===== src/shared/plc_pkg.sv =====
// Shared constants and types of the programmable logic and counter engine
`default_nettype none

package plc_pkg;

  // ****************************************************************
  // Structure of a logic variable
  // ****************************************************************
  localparam int NUM_STAGE = 5;
  localparam int MAX_VAR_INPUTS = 10;
  localparam int OP_W = 4;

  typedef enum logic [OP_W-1:0] {
    PLC_OP_NONE,
    PLC_OP_OR,
    PLC_OP_NOR,
    PLC_OP_AND,
    PLC_OP_NAND,
    PLC_OP_XOR,
    PLC_OP_XNOR,
    PLC_OP_NOT,
    PLC_OP_RESET_DOMINANT_LATCH,
    PLC_OP_SET_DOMINANT_LATCH,
    PLC_OP_TOGGLE
  } plc_op_t;

  // ****************************************************************
  // Counters
  // ****************************************************************
  localparam int CNT_W = 32;
  localparam logic [CNT_W-1:0] CNT_MAX = 32'hFFFFFFFF;
  localparam logic [CNT_W-1:0] CNT_ALARM_DEFAULT = 32'h000007D0;
  localparam logic [CNT_W-1:0] CNT_PRESET_DEFAULT = 32'h00000000;

  // ****************************************************************
  // Timing
  // ****************************************************************
  localparam int CLK_PERIOD_NS = 5;
  localparam int CYCLE_TIME_NS = 1000;
  localparam int CYCLE_CLKS = CYCLE_TIME_NS / CLK_PERIOD_NS;

  // ****************************************************************
  // Default port counts
  // ****************************************************************
  localparam int DFLT_NUM_PROT = 8;
  localparam int DFLT_NUM_KEY = 4;
  localparam int DFLT_NUM_DI = 10;
  localparam int DFLT_NUM_VI = 4;
  localparam int DFLT_NUM_COMM = 4;
  localparam int DFLT_NUM_VAR = 4;
  localparam int DFLT_NUM_CNT = 2;
  localparam int DFLT_NUM_ROUTE = 8;

endpackage

`default_nettype wire


===== src/core/plc_logic_engine.sv =====
// User programmable logic chains, event counters and signal routing
`default_nettype none

// Functional notes
// - Every protection and control output can be picked as a logic source.
// - Each function key signal can feed any logic variable input.
// - Selected internal signals are routed to control, block and comm inputs.
// - Combined trip is high whenever any protection trips.
// - Combined blocked is high whenever any protection is blocked.
// - Stage op: none, OR, NOR, AND, NAND, XOR, XNOR, NOT, latches, toggle.
// - First stage primary input is freely selected; it is the set input in latches.
// - First stage second input is selectable, unused for NOT and toggle.
// - Stages two to five take the previous stage output as first input.
// - Stages two to five second input selectable, ignored for NOT and toggle.
// - Counter picks its source and adds one on each count pulse.
// - A clear pulse loads the counter with the preset value.
// - Counter is unsigned 32-bit and saturates at its maximum.
// - Alarm is high while count is at or above the threshold.
// - Alarm threshold is configurable, defaulting to 2000.
// - Clear preset is configurable, defaulting to zero.
// - A logic variable uses at most ten inputs in total.
// - Reset-dominant latch sets, clears, holds, and goes low on both high.
// - Set-dominant latch is the same but goes high on both high.
// - Toggle inverts on each strobe with input high, holds when low.
module plc_logic_engine #(
  parameter int NUM_PROT = plc_pkg::DFLT_NUM_PROT,
  parameter int NUM_KEY = plc_pkg::DFLT_NUM_KEY,
  parameter int NUM_DI = plc_pkg::DFLT_NUM_DI,
  parameter int NUM_VI = plc_pkg::DFLT_NUM_VI,
  parameter int NUM_COMM = plc_pkg::DFLT_NUM_COMM,
  parameter int NUM_VAR = plc_pkg::DFLT_NUM_VAR,
  parameter int NUM_CNT = plc_pkg::DFLT_NUM_CNT,
  parameter int NUM_ROUTE = plc_pkg::DFLT_NUM_ROUTE,
  parameter int CYCLE_CLKS = plc_pkg::CYCLE_CLKS,
  localparam int NS = plc_pkg::NUM_STAGE,
  localparam int OPW = plc_pkg::OP_W,
  localparam int CW = plc_pkg::CNT_W,
  localparam int SRC_W = NUM_PROT + NUM_KEY + NUM_DI + NUM_VI + NUM_COMM
                         + 2 + NUM_VAR + NUM_CNT,
  localparam int SELW = $clog2(SRC_W)
) (
  input wire logic sys_clk_i,
  input wire logic rst_n_i,
  input wire logic [NUM_PROT-1:0] prot_out_i,
  input wire logic [NUM_PROT-1:0] prot_trip_i,
  input wire logic [NUM_PROT-1:0] prot_blocked_i,
  input wire logic [NUM_KEY-1:0] fkey_i,
  input wire logic [NUM_DI-1:0] dig_in_i,
  input wire logic [NUM_VI-1:0] virt_in_i,
  input wire logic [NUM_COMM-1:0] comm_in_i,
  input wire logic [NUM_VAR-1:0] var_en_i,
  input wire logic [NUM_VAR*NS*OPW-1:0] stage_op_i,
  input wire logic [NUM_VAR*SELW-1:0] first_sel_i,
  input wire logic [NUM_VAR*NS*SELW-1:0] second_sel_i,
  input wire logic [NUM_CNT*SELW-1:0] cnt_src_sel_i,
  input wire logic [NUM_CNT*SELW-1:0] cnt_clr_sel_i,
  input wire logic [NUM_CNT-1:0] cnt_custom_i,
  input wire logic [NUM_CNT*CW-1:0] cnt_alarm_thr_i,
  input wire logic [NUM_CNT*CW-1:0] cnt_preset_i,
  input wire logic [NUM_ROUTE*SELW-1:0] route_sel_i,
  output logic [NUM_VAR-1:0] var_out_o,
  output logic [NUM_CNT*CW-1:0] cnt_value_o,
  output logic [NUM_CNT-1:0] cnt_alarm_o,
  output logic any_trip_o,
  output logic any_blocked_o,
  output logic [NUM_ROUTE-1:0] route_o,
  output logic cycle_strobe_o
);

  localparam int DIVW = $clog2(CYCLE_CLKS);

  // ****************************************************************
  // Elaboration checks
  // ****************************************************************
  if (NS + 1 > plc_pkg::MAX_VAR_INPUTS) begin : g_chk_inputs
    $error("Too many inputs per logic variable");
  end
  if (CYCLE_CLKS < 2) begin : g_chk_cycle
    $error("CYCLE_CLKS must be at least 2");
  end
  if (NUM_VAR < 1 || NUM_CNT < 1 || NUM_ROUTE < 1) begin : g_chk_counts
    $error("NUM_VAR, NUM_CNT and NUM_ROUTE must be at least 1");
  end

  // ****************************************************************
  // State
  // ****************************************************************
  typedef struct packed {
    logic [NUM_DI-1:0] di_s1;
    logic [NUM_DI-1:0] di_s2;
    logic [NUM_DI-1:0] di_s3;
    logic [NUM_DI-1:0] di_st;
    logic [NUM_KEY-1:0] key_s1;
    logic [NUM_KEY-1:0] key_s2;
    logic [NUM_KEY-1:0] key_s3;
    logic [NUM_KEY-1:0] key_st;
    logic [DIVW-1:0] div;
    logic strobe;
    logic [NUM_VAR*NS-1:0] stq;
    logic [NUM_VAR-1:0] var_out;
    logic [NUM_CNT-1:0][CW-1:0] cnt;
    logic [NUM_CNT-1:0] up_prev;
    logic [NUM_CNT-1:0] clr_prev;
    logic [NUM_CNT-1:0] alarm;
    logic any_trip;
    logic any_blk;
    logic [NUM_ROUTE-1:0] route;
  } plc_state_t;

  plc_state_t st_reg;
  plc_state_t st_next;
  logic [SRC_W-1:0] src_w;

  // ****************************************************************
  // Helpers
  // ****************************************************************
  function automatic logic pick(input logic [SRC_W-1:0] vec,
                                input logic [SELW-1:0] idx);
    logic r;
    r = 1'b0;
    if (int'(idx) < SRC_W) begin
      r = vec[idx];
    end
    return r;
  endfunction

  // Second input b is ignored by NOT and toggle, a is set in latches
  function automatic logic stage_eval(input logic [OPW-1:0] op,
                                      input logic a,
                                      input logic b,
                                      input logic q);
    logic r;
    r = a;
    case (op)
      plc_pkg::PLC_OP_NONE: r = a;
      plc_pkg::PLC_OP_OR: r = a | b;
      plc_pkg::PLC_OP_NOR: r = ~(a | b);
      plc_pkg::PLC_OP_AND: r = a & b;
      plc_pkg::PLC_OP_NAND: r = ~(a & b);
      plc_pkg::PLC_OP_XOR: r = a ^ b;
      plc_pkg::PLC_OP_XNOR: r = ~(a ^ b);
      plc_pkg::PLC_OP_NOT: r = ~a;
      plc_pkg::PLC_OP_RESET_DOMINANT_LATCH: r = ~b & (a | q);
      plc_pkg::PLC_OP_SET_DOMINANT_LATCH: r = a | (~b & q);
      plc_pkg::PLC_OP_TOGGLE: r = a ? ~q : q;
      default: r = a;
    endcase
    return r;
  endfunction

  // Registered variable and alarm outputs feed back as sources, which
  // keeps the selection free of combinational loops at one cycle's cost
  assign src_w = {st_reg.alarm, st_reg.var_out, st_reg.any_blk,
                  st_reg.any_trip, comm_in_i, prot_out_i, virt_in_i,
                  st_reg.key_st, st_reg.di_st};

  // ****************************************************************
  // Next state
  // ****************************************************************
  always_comb begin
    logic chain_v;
    logic a_v;
    logic b_v;
    logic r_v;
    logic up_v;
    logic clr_v;
    logic [CW-1:0] thr_v;
    logic [CW-1:0] pre_v;
    int i;
    chain_v = 1'b0;
    a_v = 1'b0;
    b_v = 1'b0;
    r_v = 1'b0;
    up_v = 1'b0;
    clr_v = 1'b0;
    thr_v = '0;
    pre_v = '0;
    i = 0;
    st_next = st_reg;

    // Pins: a change counts once the second and third stages agree
    st_next.di_s1 = dig_in_i;
    st_next.di_s2 = st_reg.di_s1;
    st_next.di_s3 = st_reg.di_s2;
    st_next.di_st = (~(st_reg.di_s2 ^ st_reg.di_s3) & st_reg.di_s3)
                  | ((st_reg.di_s2 ^ st_reg.di_s3) & st_reg.di_st);
    st_next.key_s1 = fkey_i;
    st_next.key_s2 = st_reg.key_s1;
    st_next.key_s3 = st_reg.key_s2;
    st_next.key_st = (~(st_reg.key_s2 ^ st_reg.key_s3) & st_reg.key_s3)
                   | ((st_reg.key_s2 ^ st_reg.key_s3) & st_reg.key_st);

    // Real-time cycle divider
    st_next.strobe = (st_reg.div == DIVW'(CYCLE_CLKS - 1));
    st_next.div = st_next.strobe ? '0 : st_reg.div + 1'b1;

    st_next.any_trip = |prot_trip_i;
    st_next.any_blk = |prot_blocked_i;

    for (int r = 0; r < NUM_ROUTE; r++) begin
      st_next.route[r] = pick(src_w, route_sel_i[r*SELW +: SELW]);
    end

    // Logic chains, evaluated stage after stage within one strobe
    for (int v = 0; v < NUM_VAR; v++) begin
      chain_v = 1'b0;
      for (int s = 0; s < NS; s++) begin
        i = v * NS + s;
        if (s == 0) begin
          a_v = pick(src_w, first_sel_i[v*SELW +: SELW]);
        end else begin
          a_v = chain_v;
        end
        b_v = pick(src_w, second_sel_i[i*SELW +: SELW]);
        r_v = stage_eval(stage_op_i[i*OPW +: OPW], a_v, b_v, st_reg.stq[i]);
        if (!var_en_i[v]) begin
          st_next.stq[i] = 1'b0;
        end else if (st_reg.strobe) begin
          st_next.stq[i] = r_v;
        end
        chain_v = r_v;
      end
      if (!var_en_i[v]) begin
        st_next.var_out[v] = 1'b0;
      end else if (st_reg.strobe) begin
        st_next.var_out[v] = chain_v;
      end
    end

    // Counters
    for (int c = 0; c < NUM_CNT; c++) begin
      up_v = pick(src_w, cnt_src_sel_i[c*SELW +: SELW]);
      clr_v = pick(src_w, cnt_clr_sel_i[c*SELW +: SELW]);
      thr_v = cnt_custom_i[c] ? cnt_alarm_thr_i[c*CW +: CW]
                              : plc_pkg::CNT_ALARM_DEFAULT;
      pre_v = cnt_custom_i[c] ? cnt_preset_i[c*CW +: CW]
                              : plc_pkg::CNT_PRESET_DEFAULT;
      if (st_reg.strobe) begin
        st_next.up_prev[c] = up_v;
        st_next.clr_prev[c] = clr_v;
        // Clear outranks a count pulse seen in the same cycle
        if (clr_v && !st_reg.clr_prev[c]) begin
          st_next.cnt[c] = pre_v;
        end else if (up_v && !st_reg.up_prev[c]
                     && st_reg.cnt[c] != plc_pkg::CNT_MAX) begin
          st_next.cnt[c] = st_reg.cnt[c] + 1'b1;
        end
      end
      st_next.alarm[c] = (st_next.cnt[c] >= thr_v);
    end
  end

  always_ff @(posedge sys_clk_i) begin
    if (!rst_n_i) begin
      st_reg <= '0;
    end else begin
      st_reg <= st_next;
    end
  end

  // ****************************************************************
  // Outputs
  // ****************************************************************
  assign var_out_o = st_reg.var_out;
  assign cnt_value_o = st_reg.cnt;
  assign cnt_alarm_o = st_reg.alarm;
  assign any_trip_o = st_reg.any_trip;
  assign any_blocked_o = st_reg.any_blk;
  assign route_o = st_reg.route;
  assign cycle_strobe_o = st_reg.strobe;

  // ****************************************************************
  // Assertions
  // ****************************************************************
  logic trip_any_w;
  logic blk_any_w;
  logic route0_w;
  logic up0_edge_w;
  logic clr0_edge_w;
  logic [CW-1:0] thr0_w;
  logic [CW-1:0] pre0_w;
  assign trip_any_w = |prot_trip_i;
  assign blk_any_w = |prot_blocked_i;
  assign route0_w = pick(src_w, route_sel_i[SELW-1:0]);
  assign up0_edge_w = pick(src_w, cnt_src_sel_i[0+:SELW]) & ~st_reg.up_prev[0];
  assign clr0_edge_w = pick(src_w, cnt_clr_sel_i[SELW-1:0])
                       & ~st_reg.clr_prev[0];
  assign thr0_w = cnt_custom_i[0] ? cnt_alarm_thr_i[CW-1:0]
                                  : plc_pkg::CNT_ALARM_DEFAULT;
  assign pre0_w = cnt_custom_i[0] ? cnt_preset_i[CW-1:0]
                                  : plc_pkg::CNT_PRESET_DEFAULT;

  property p_trip;
    @(posedge sys_clk_i) disable iff (!rst_n_i)
      1'b1 |=> any_trip_o == $past(trip_any_w);
  endproperty
  a_trip: assert property (p_trip)
    else $error("Combined trip does not follow protection trips");

  property p_blocked;
    @(posedge sys_clk_i) disable iff (!rst_n_i)
      1'b1 |=> any_blocked_o == $past(blk_any_w);
  endproperty
  a_blocked: assert property (p_blocked)
    else $error("Combined blocked does not follow protection blocks");

  property p_route;
    @(posedge sys_clk_i) disable iff (!rst_n_i)
      1'b1 |=> route_o[0] == $past(route0_w);
  endproperty
  a_route: assert property (p_route)
    else $error("Routed output differs from its selected source");

  property p_clear;
    @(posedge sys_clk_i) disable iff (!rst_n_i)
      cycle_strobe_o && clr0_edge_w |=> cnt_value_o[CW-1:0] == $past(pre0_w);
  endproperty
  a_clear: assert property (p_clear)
    else $error("Clear pulse did not load the preset");

  property p_count;
    @(posedge sys_clk_i) disable iff (!rst_n_i)
      cycle_strobe_o && up0_edge_w && !clr0_edge_w
      && cnt_value_o[CW-1:0] != plc_pkg::CNT_MAX
      |=> cnt_value_o[CW-1:0] == $past(cnt_value_o[CW-1:0]) + 32'h00000001;
  endproperty
  a_count: assert property (p_count)
    else $error("Count pulse did not add one");
  property p_saturate;
    @(posedge sys_clk_i) disable iff (!rst_n_i)
      cnt_value_o[CW-1:0] == plc_pkg::CNT_MAX
      && !(cycle_strobe_o && clr0_edge_w)
      |=> cnt_value_o[CW-1:0] == plc_pkg::CNT_MAX;
  endproperty
  a_saturate: assert property (p_saturate)
    else $error("Counter left its maximum without a clear");

  property p_alarm;
    @(posedge sys_clk_i) disable iff (!rst_n_i)
      1'b1 |=> cnt_alarm_o[0] == (cnt_value_o[CW-1:0] >= $past(thr0_w));
  endproperty
  a_alarm: assert property (p_alarm)
    else $error("Alarm disagrees with count and threshold");

  property p_disabled;
    @(posedge sys_clk_i) disable iff (!rst_n_i)
      !var_en_i[0] |=> !var_out_o[0];
  endproperty
  a_disabled: assert property (p_disabled)
    else $error("Disabled variable drives its output high");

  property p_hold_between;
    @(posedge sys_clk_i) disable iff (!rst_n_i)
      var_en_i[0] && !cycle_strobe_o ##1 var_en_i[0] |-> $stable(var_out_o[0]);
  endproperty
  a_hold_between: assert property (p_hold_between)
    else $error("Variable output changed outside the cycle strobe");

  property p_strobe_gap;
    @(posedge sys_clk_i) disable iff (!rst_n_i)
      cycle_strobe_o |=> !cycle_strobe_o;
  endproperty
  a_strobe_gap: assert property (p_strobe_gap)
    else $error("Cycle strobe lasted more than one clock");

endmodule

`default_nettype wire


===== config.mk =====
export PLATFORM = sky130hd
export DESIGN_NAME = plc_logic_engine
export DESIGN_NICKNAME = d
export VERILOG_FILES = /design/src/shared/plc_pkg.sv /design/src/core/plc_logic_engine.sv
export SDC_FILE = /design/constraint.sdc
export NUM_CORES = 1
export LEC_CHECK = 0
export BUFFER_PORTS_ARGS = -buffer_cell sky130_fd_sc_hd__buf_2
export CAP_MARGIN = 40
export CORE_MARGIN = 5
export CORE_UTILIZATION = 24
export DETAILED_ROUTE_END_ITERATION = 8
export PLACE_DENSITY = 0.47
export SLEW_MARGIN = 10
export SYNTH_ARGS = -nofsm -noshare
export SYNTH_HDL_FRONTEND = slang
export SYNTH_SLANG_ARGS = --single-unit

===== constraint.sdc =====
create_clock -name sys_clk_i -period 20.9 [get_ports sys_clk_i]
set_input_delay 3.135 -clock sys_clk_i [delete_from_list [all_inputs] [get_ports sys_clk_i]]
set_output_delay 3.135 -clock sys_clk_i [all_outputs]
set_load 0.01 [all_outputs]

# --- Word level (Yosys, flattened, before mapping) ---
# Cells that the tools add are included.
word_totals:
  output_inout_bits: 81
  ff_bits: 169
  wordCells: 759
  in_bits: 478
classes:
  n_eq_ne: 203
  mux: 150
  addsub: 3
  n_reduce_logical: 25
  n_bitwise: 271
  order_cmp: 74
ops:
  columns: ["op", "n"]
  rows:
  - ["4-bit by 3-bit == test with 1-bit output, second input constant", 80]
  - ["32-bit 2-to-1 mux", 10]
  - ["6-bit by 7-bit < comparator with 1-bit output, second input constant", 36]
  - ["4-bit == test, second input constant", 60]
  - ["1-bit binary-select mux with 6-bit select", 36]
  - ["6-bit < comparator, second input constant", 36]
  - ["1-bit case mux with 10 select lines", 20]
  - ["4-bit by 2-bit == test with 1-bit output, second input constant", 40]
  - ["1-bit NOT", 121]
  - ["1-bit 2-to-1 mux", 84]
  - ["4-bit by 1-bit == test with 1-bit output, second input constant", 20]
  - ["32-bit by 1-bit adder with 32-bit output, second input constant", 2]
  - ["32-bit >= comparator", 2]
  - ["32-bit inequality test, second input constant", 2]
  - ["1-bit AND", 60]
  - ["1-bit bitwise OR", 60]
  - ["2-bit AND reduction", 12]
  - ["10-bit AND", 2]
  - ["1-bit XOR", 20]
  - ["8-bit OR reduction", 2]
  - ["10-bit NOT", 1]
  - ["10-bit bitwise OR", 1]
  - ["10-bit XOR", 1]
  - ["8-bit by 1-bit adder with 8-bit output, second input constant", 1]
  - ["8 further kinds", 17]

# --- Logic depth before layout (Yosys ltp) ---
# Gate-level depths: netlist of run 1.
logic_depth:
  word_depth: 19
  depth_mapped: 57
  ltp_nobuf: 55

# --- Worst setup path after synthesis of run 1 ---
# OpenSTA, ideal clock, no wires.
synth_path:
  path_type: "input -> register"
  startpoint: "in second_sel_i[60]"
  endpoint: "reg st_reg[98] (netlist name)"
  path_slack_ps: 8530
  path_buffers: 2
  arrival_time_ps: 12248
  stages: 49
  cell_sequence: "buf_2 -> mux4_2 -> mux2i_1 -> nor4b_1 -> a221oi_1 -> and3_1 -> inv_1 -> ha_1 -> mux2_2 -> o21ai_0 -> o21ai_0 -> a2111oi_0 -> a2111oi_4 -> o211a_4 -> inv_2 -> ha_1 -> nor4b_1 -> o21ai_0 -> [13 not listed] -> ha_1 -> mux2i_1 -> nor3_1 -> a41oi_1 -> o22ai_1 -> o21ba_2 -> o211ai_1 -> or4b_4 -> o31ai_2 -> or2_4 -> ha_1 -> a21oi_1 -> o22ai_1 -> a2111oi_0 -> o21ai_0 -> a311o_1 -> a21boi_0 -> a311o_1"
synth_via:
  elab_chain_len: 19
synth_lines:
  columns: ["element", "line", "source"]
  rows:
  - ["from (decl)", "plc_logic_engine.sv:54", "input wire logic [NUM_VAR*NS*SELW-1:0] second_sel_i,"]
  - ["1-bit binary-select mux with 6-bit select", "plc_logic_engine.sv:122", "r = vec[idx];"]
  - ["1-bit 2-to-1 mux (implied by the code)", "plc_logic_engine.sv:122", null]
  - ["1-bit 2-to-1 mux (*)", "plc_logic_engine.sv:121", "if (int'(idx) < SRC_W) begin"]
  - ["1-bit NOT", "plc_logic_engine.sv:143, plc_logic_engine.sv:144", null]
  - ["1-bit AND", "plc_logic_engine.sv:144", "plc_pkg::PLC_OP_SET_DOMINANT_LATCH: r = a | (~b & q);"]
  - ["1-bit bitwise OR", "plc_logic_engine.sv:144", null]
  - ["1-bit case mux with 10 select lines (*)", "plc_logic_engine.sv:134", "case (op)"]
  - ["1-bit bitwise OR, or another cell as far along", "plc_logic_engine.sv:143", "plc_pkg::PLC_OP_RESET_DOMINANT_LATCH: r = ~b & (a | q);"]
  - ["[3 not listed]", null, null]
  - ["1-bit AND, or another cell as far along", "plc_logic_engine.sv:143", null]
  - ["1-bit case mux with 10 select lines (*)", "plc_logic_engine.sv:134", null]
  - ["1-bit bitwise OR, or another cell as far along", "plc_logic_engine.sv:143", null]
  - ["1-bit AND, or another cell as far along", "plc_logic_engine.sv:143", null]
  - ["1-bit case mux with 10 select lines (*)", "plc_logic_engine.sv:134", null]
  - ["1-bit bitwise OR, or another cell as far along", "plc_logic_engine.sv:143", null]
  - ["1-bit AND, or another cell as far along", "plc_logic_engine.sv:143", null]
  - ["1-bit case mux with 10 select lines (*)", "plc_logic_engine.sv:134", null]
  - ["to (signal assigned)", "plc_logic_engine.sv:257", "st_reg <= st_next;"]
  - ["to (decl)", "plc_logic_engine.sv:110", "plc_state_t st_reg;"]
# Mark *: on every way between the ends. The rest lies on a longest branch, timed or not. The select of a mux whose other input is x is not followed.
# A chain may end at the register's enable or synchronous reset.

# --- Worst setup path after layout of run 1 ---
layout_path:
  startpoint: "in prot_out_i[1]"
  endpoint: "reg st_reg[98] (netlist name)"
layout_via:
  elab_chain_len: 19
layout_lines:
  columns: ["element", "line", "source"]
  rows:
  - ["from (decl)", "plc_logic_engine.sv:44", "input wire logic [NUM_PROT-1:0] prot_out_i,"]
  - ["1-bit binary-select mux with 6-bit select", "plc_logic_engine.sv:122", null]
  - ["1-bit 2-to-1 mux (implied by the code)", "plc_logic_engine.sv:122", null]
  - ["1-bit 2-to-1 mux", "plc_logic_engine.sv:121", null]
  - ["1-bit NOT", "plc_logic_engine.sv:143, plc_logic_engine.sv:144", null]
  - ["1-bit AND", "plc_logic_engine.sv:144", null]
  - ["1-bit bitwise OR", "plc_logic_engine.sv:144", null]
  - ["1-bit case mux with 10 select lines", "plc_logic_engine.sv:134", null]
  - ["1-bit bitwise OR, or another cell as far along", "plc_logic_engine.sv:143", null]
  - ["[3 not listed]", null, null]
  - ["1-bit AND, or another cell as far along", "plc_logic_engine.sv:143", null]
  - ["1-bit case mux with 10 select lines", "plc_logic_engine.sv:134", null]
  - ["1-bit bitwise OR, or another cell as far along", "plc_logic_engine.sv:143", null]
  - ["1-bit AND, or another cell as far along", "plc_logic_engine.sv:143", null]
  - ["1-bit case mux with 10 select lines", "plc_logic_engine.sv:134", null]
  - ["1-bit bitwise OR, or another cell as far along", "plc_logic_engine.sv:143", null]
  - ["1-bit AND, or another cell as far along", "plc_logic_engine.sv:143", null]
  - ["1-bit case mux with 10 select lines (*)", "plc_logic_engine.sv:134", null]
# Marked as above.

==> impl_metrics.py, run 1 <==
metrics = {
    "critical_path": {
        "path_class": "in -> reg",
        "worst-path-max-fanout": 36,
        "cp.arrival_ns": 13.52,
        "critPathBufInv": 4,
        "worstSetupStartpoint": "prot_out_i[1]",
        "reg2reg_from": "st_reg[98]",
        "cp_slowest_cell": "a2111oi_0",
        "cp_top_family": "compound AO/OA/AOI/OAI gates",
        "cp_slowest_stage_delay_ns": 0.72,
        "cp-end-kind": "register",
        "required_ns": 21.29,
        "cp-start-kind": "input pin",
    },
    "grt": {
        "grt_pass1_wl_um": 178000,
        "gr-total-overflow": 0,
        "grt_pass1_vias": 25600,
        "antenna_found_initial": 86,
        "grt_use_total_pct": 20.3,
        "grt_max_degree": 58,
    },
    "placement": {
        "place_inst": 4772,
        "dp.final_hpwl_um": 91700,
        "io_buffers": 558,
        "gp_congestion": 0.876,
    },
    "timing": {
        "slew_headroom_pct": 31.4,
        "hold_viol_final": 0,
        "drv_slew": 0,
        "post-route-period-util_pct": 62.8,
        "tns_ns": 0,
        "rsz0062_at_grt": "false",
        "max_slew.worst_pin.slew_ns": 1.02,
        "fmax_mhz": 76.2,
        "period_minus_slack_ns": 13.12,
        "setup_viol": 0,
        "clock_skew_ns": 0.0250,
    },
    "clock_network": {
        "tritoncts": "yes",
        "cts_setup_buffers": 0,
        "cts_htree_levels": 4,
        "cts_hold_buf": 0,
        "clk_pin_slew_worst_paths_ns": 0.09,
        "clkSinkCount": 165,
        "cts-root-buf": "clkbuf_16",
        "insertion_delay_ns": 0.51,
        "cts-buffers-inserted": 17,
        "clockBufferDepth": 2,
        "ctsResizeCount": 0,
    },
    "finish": {
        "largest_reg_flops": 64,
        "area_delta_synth_final_pct": 15.1,
        "finalNetCount": 3908,
        "drive_above_1_share_pct": 32.4,
        "final_cells": 4850,
    },
    "routing": {
        "drc": 0,
        "drt-total-wl_um": 124000,
        "num_vias": 26900,
        "ant_nets": 0,
        "routedWlPerCell_um": 25.5,
        "viasPerCell": 5.55,
        "drt_iter0_drc": 2400,
        "firstDrtPassIters": 6,
    },
    "yosys": {
        "syn_inst": 3065,
        "synthArstFlopShare_pct": 0,
        "ys.flop_type": "dfxtp_1",
        "synth-seq-area-share_pct": 12.4,
        "synth_cell_types": 104,
        "syn_area_sq_mm": 0.0265,
        "synth-seq-cells": 165,
        "synth_area_leaders": "mux4_2, dfxtp_1, ha_1, mux2i_1, clkbuf_1",
        "synth_edf_count": 0,
        "syn_area_per_cell_sq_um": 8.66,
        "synth_commonest_cells": "mux4_2, clkbuf_1, nand2_1",
        "synth.largest_area_cell": "mux4_2",
        "ys.warnings.count": 0,
        "synth_nets": 3670,
        "synth.most_common_cell": "mux4_2",
        "yosysTopAreaCellShare_pct": 27.0,
    },
    "pwr": {
        "pwr-share-clk_pct": 31.4,
        "p_int_uw": 697,
        "switching_power_uw": 466,
        "ir_drop_mv": 0.0763,
        "p_leak_nw": 12.2,
        "combPwrFrac_pct": 40.9,
        "seqPwrFrac_pct": 27.6,
        "p_sw_share_pct": 40.1,
        "power.density_mw_per_mm2": 38.1,
    },
    "min_path": {
        "min_from": "st_next[151]",
        "hp-class": "reg -> reg",
    },
    "floorplanning": {
        "die_w_um": 343,
        "core-area_sq_mm": 0.110,
        "die_h_um": 343,
        "num_io_pins": 559,
        "die_area_sq_mm": 0.117,
        "initial_core_util_pct": 24.1,
        "rows": 122,
    },
    "run_status": {
        "status": "finished, final reports clean",
    },
    "flow_run": {
        "max_cap_viol_count": 0,
    },
}
==> logic make-up (layout without fill, tap and decap cells) <==
| group | after synthesis | in the layout | share of synthesized area, % |
|---|---|---|---|
| multiplexers | 515 | 515 | 35.1 |
| flip-flops | 165 | 165 | 12.4 |
| AO/OA/AOI/OAI | 709 | 709 | 18.0 |
| buffers and inverters | 543 | 794 | 9.01 |
| adder cells (fa/ha/maj) | 127 | 127 | 5.99 |
| other | 0 | 46 | 0 |
| AND/OR/NAND/NOR | 1000 | 1000 | 19.3 |
| XOR/XNOR | 6 | 6 | 0.198 |
==> cells in the final DEF, fill, tap and decap left out, types with 16 or more instances in the layout <==
| cell | instances |
|---|---|
| or3_1 | 17 |
| o211ai_1 | 16 |
| mux2i_1 | 155 |
| mux4_2 | 318 |
| nor2b_1 | 75 |
| a21oi_1 | 169 |
| nor4_1 | 18 |
| buf_2 | 558 |
| inv_1 | 143 |
| nand2b_1 | 55 |
| a21o_1 | 29 |
| nor3b_1 | 18 |
| o22ai_1 | 31 |
| a211oi_1 | 28 |
| dfxtp_2 | 22 |
| nand3b_1 | 18 |
| and3_1 | 22 |
| and2_1 | 103 |
| nor2_1 | 211 |
| mux2_2 | 33 |
| a22o_1 | 16 |
| nand2_1 | 234 |
| nand3_1 | 78 |
| a31oi_1 | 51 |
| nand4_1 | 23 |
| diode_2 | 46 |
| dfxtp_1 | 142 |
| buf_4 | 52 |
| o31ai_1 | 21 |
| ha_1 | 127 |
| o21ai_0 | 151 |
| a221oi_1 | 19 |
| clkbuf_16 | 17 |
| nor3_1 | 67 |
==> routing by layer <==
layer,up-vias,routed length [um],global-route usage [%],part of all wire [%]
met4,50,3580,6.39,2.9
met5,-,338,0,0.27
li1,12100,-,-,-
met2,1360,56900,32.3,46
met1,13100,49700,25.5,40
met3,242,13300,7.57,11
==> metrics by stage <==
step	area (sq um)	setup WS [ns]	hold WS [ns]	util, %	total power [mW]
after floorplan	26500	8.53	0.412	-	0.648
after global placement	29800	7.49	0.416	27.0	0.800
after detailed placement	29800	7.32	0.420	27.0	0.802
after CTS	30400	7.86	0.444	27.6	1.18
after global routing	30500	6.83	0.460	27.6	1.23
final	30500	7.78	0.440	27.7	1.16
==> power by group through the flow <==
stage | registers, mW | clock network, mW | logic [mW]
floorplan | 0.328 | 0 | 0.320
global placement | 0.329 | 0 | 0.470
detailed placement | 0.329 | 0 | 0.473
CTS | 0.322 | 0.383 | 0.476
global route | 0.322 | 0.391 | 0.521
finish | 0.322 | 0.366 | 0.476
==> area by class of cell <==
class	count	area, sq um
Antenna cell	46	115
Clock buffer	17	425
Clock inverter	15	198
Fill cell	12000	79700
Inverter	151	567
Multi-Input combinational cell	2357	20800
Sequential cell	165	3330
Tap cell	1488	1860
Timing Repair Buffer	611	3190
==> final timing paths <==
check	end	slack [ns]	cells past startpoint
hold reg to reg	st_next[141]	0.44	1
setup / recovery	st_reg[98]	7.78	48
hold / removal	st_next[141]	0.44	1
setup reg to reg	st_reg[98]	9.94	46
No activity file was read; power rests on OpenSTA's default activity.
==> inputs of run 2 (changes only) <==
- clock period: 20.9 -> 13.14 ns (I/O delays scaled with it)
==> run 2 against run 1 <==
Compared with the run above:
- clock skew about the same
- sequential power grew 59%
- worst hold slack got worse by 0.0019 ns
- design area increased by 0.27%
- largest cell class unchanged
- critical path depth unchanged
- count of clock-buffer cells in the layout up 1
==> impl_metrics.py, run 2 (synthesized netlist as in run 1, its figures left out) <==
metrics = {
    "run_status": {
        "status": "finished, final reports clean",
    },
    "grt": {
        "grt_pass1_vias": 25800,
        "grt_pass1_wl_um": 178000,
        "gr-total-overflow": 0,
        "antenna_found_initial": 80,
        "grt_max_degree": 64,
        "grt_use_total_pct": 20.2,
    },
    "routing": {
        "ant_nets": 0,
        "drc": 0,
        "num_vias": 26700,
        "drt_iter0_drc": 2212,
        "routedWlPerCell_um": 25.5,
        "firstDrtPassIters": 5,
        "viasPerCell": 5.50,
        "drt-total-wl_um": 124000,
    },
    "floorplanning": {
        "die_area_sq_mm": 0.117,
        "core-area_sq_mm": 0.110,
        "die_w_um": 343,
        "initial_core_util_pct": 24.1,
        "num_io_pins": 559,
        "rows": 122,
        "die_h_um": 343,
    },
    "timing": {
        "rsz0062_at_grt": "false",
        "period_minus_slack_ns": 11.81,
        "hold_viol_final": 0,
        "hold_slack_ns": 0.438,
        "max_slew.worst_pin.slew_ns": 0.885,
        "tns_ns": 0,
        "drv_slew": 0,
        "clock_skew_ns": 0.0251,
        "slew_headroom_pct": 40.5,
        "fmax_mhz": 84.7,
        "post-route-period-util_pct": 89.9,
        "setup_viol": 0,
    },
    "critical_path": {
        "cp-end-kind": "register",
        "cp_top_family": "compound AO/OA/AOI/OAI gates",
        "path_class": "in -> reg",
        "critPathBufInv": 5,
        "cp_slowest_cell": "o311ai_0",
        "cp-start-kind": "input pin",
        "worst-path-max-fanout": 28,
        "required_ns": 13.50,
        "cp_slowest_stage_delay_ns": 0.54,
        "cp.arrival_ns": 12.17,
    },
    "finish": {
        "final_util_pct": 27.8,
        "drive_above_1_share_pct": 32.7,
        "fill_cells": 12000,
        "finalNetCount": 3918,
        "layout_common_cells": "buf_2, mux4_2, nand2_1, nor2_1, a21oi_1",
        "area_delta_synth_final_pct": 15.4,
        "largest_reg_flops": 64,
        "final_common_cell": "buf_2",
    },
    "placement": {
        "dp.final_hpwl_um": 92100,
        "io_buffers": 558,
        "gp_congestion": 0.862,
    },
    "clock_network": {
        "insertion_delay_ns": 0.52,
        "clockBufferDepth": 2,
        "cts-root-buf": "clkbuf_16",
        "clkSinkCount": 165,
        "cts_hold_buf": 0,
        "clk_pin_slew_worst_paths_ns": 0.08,
        "cts_htree_levels": 4,
        "tritoncts": "yes",
        "cts-buffers-inserted": 17,
        "cts_setup_buffers": 0,
        "ctsResizeCount": 0,
    },
    "pwr": {
        "ir_drop_mv": 0.117,
        "power.density_mw_per_mm2": 60.9,
        "power.total_mw": 1.86,
        "p_leak_nw": 12.2,
    },
    "min_path": {
        "hp-class": "reg -> reg",
    },
    "flow_run": {
        "max_cap_viol_count": 0,
    },
}
## run 2: power breakdown
group          leakage, nW  switching (mW)  internal, mW
clock                0.311           0.300         0.298
combinational         10.6           0.414         0.341
sequential            1.35         0.00439         0.507
## run 2: worst reg2reg max path, delay by kind of cell (launching register included)
family          cells  cell delay (ns)
compound gates     26             5.85
fa+ha+maj           5             1.18
buf+inv             4             0.85
flops               1             0.55
simple gates        7             1.17
mux                 5             0.88
## run 2: stage by stage
stage	cell area, sq um	setup slack (ns)	cells
CTS	30500	1.29	4814
global route	30600	0.308	4837
detailed placement	29900	0.744	4782
floorplan	26500	1.93	3065
finish	30600	1.33	4856
global placement	29800	0.836	4778
## run 2: layout make-up
type                       instances  area (sq um)  area share, %
timing repair buffer             621          3260           10.6
sequential                       165          3330           10.9
clock inverter                    14           209          0.682
tap                             1488          1860           6.08
antenna                           42           105          0.343
inverter                         151           567           1.85
multi-input combinational       2357         20800           68.1
clock buffer                      18           439           1.43
## run 2: path summary, 6_finish.rpt
path,start,end,slack [ns],cells after the start
setup / recovery,virt_in_i[1],st_reg[103],1.33,48
hold / removal,st_next[122],st_next[118],0.44,1
setup reg to reg,register,st_reg[103],2.51,47
hold reg to reg,st_next[122],st_next[118],0.44,1
## run 2: routing by layer
layer	vias to the layer above	global-route usage [%]	routed length, um
met5	-	1.31	379
met1	13100	24.8	49400
met4	40	6.78	3700
met3	239	7.55	12800
met2	1225	32.7	57400
li1	12100	-	-
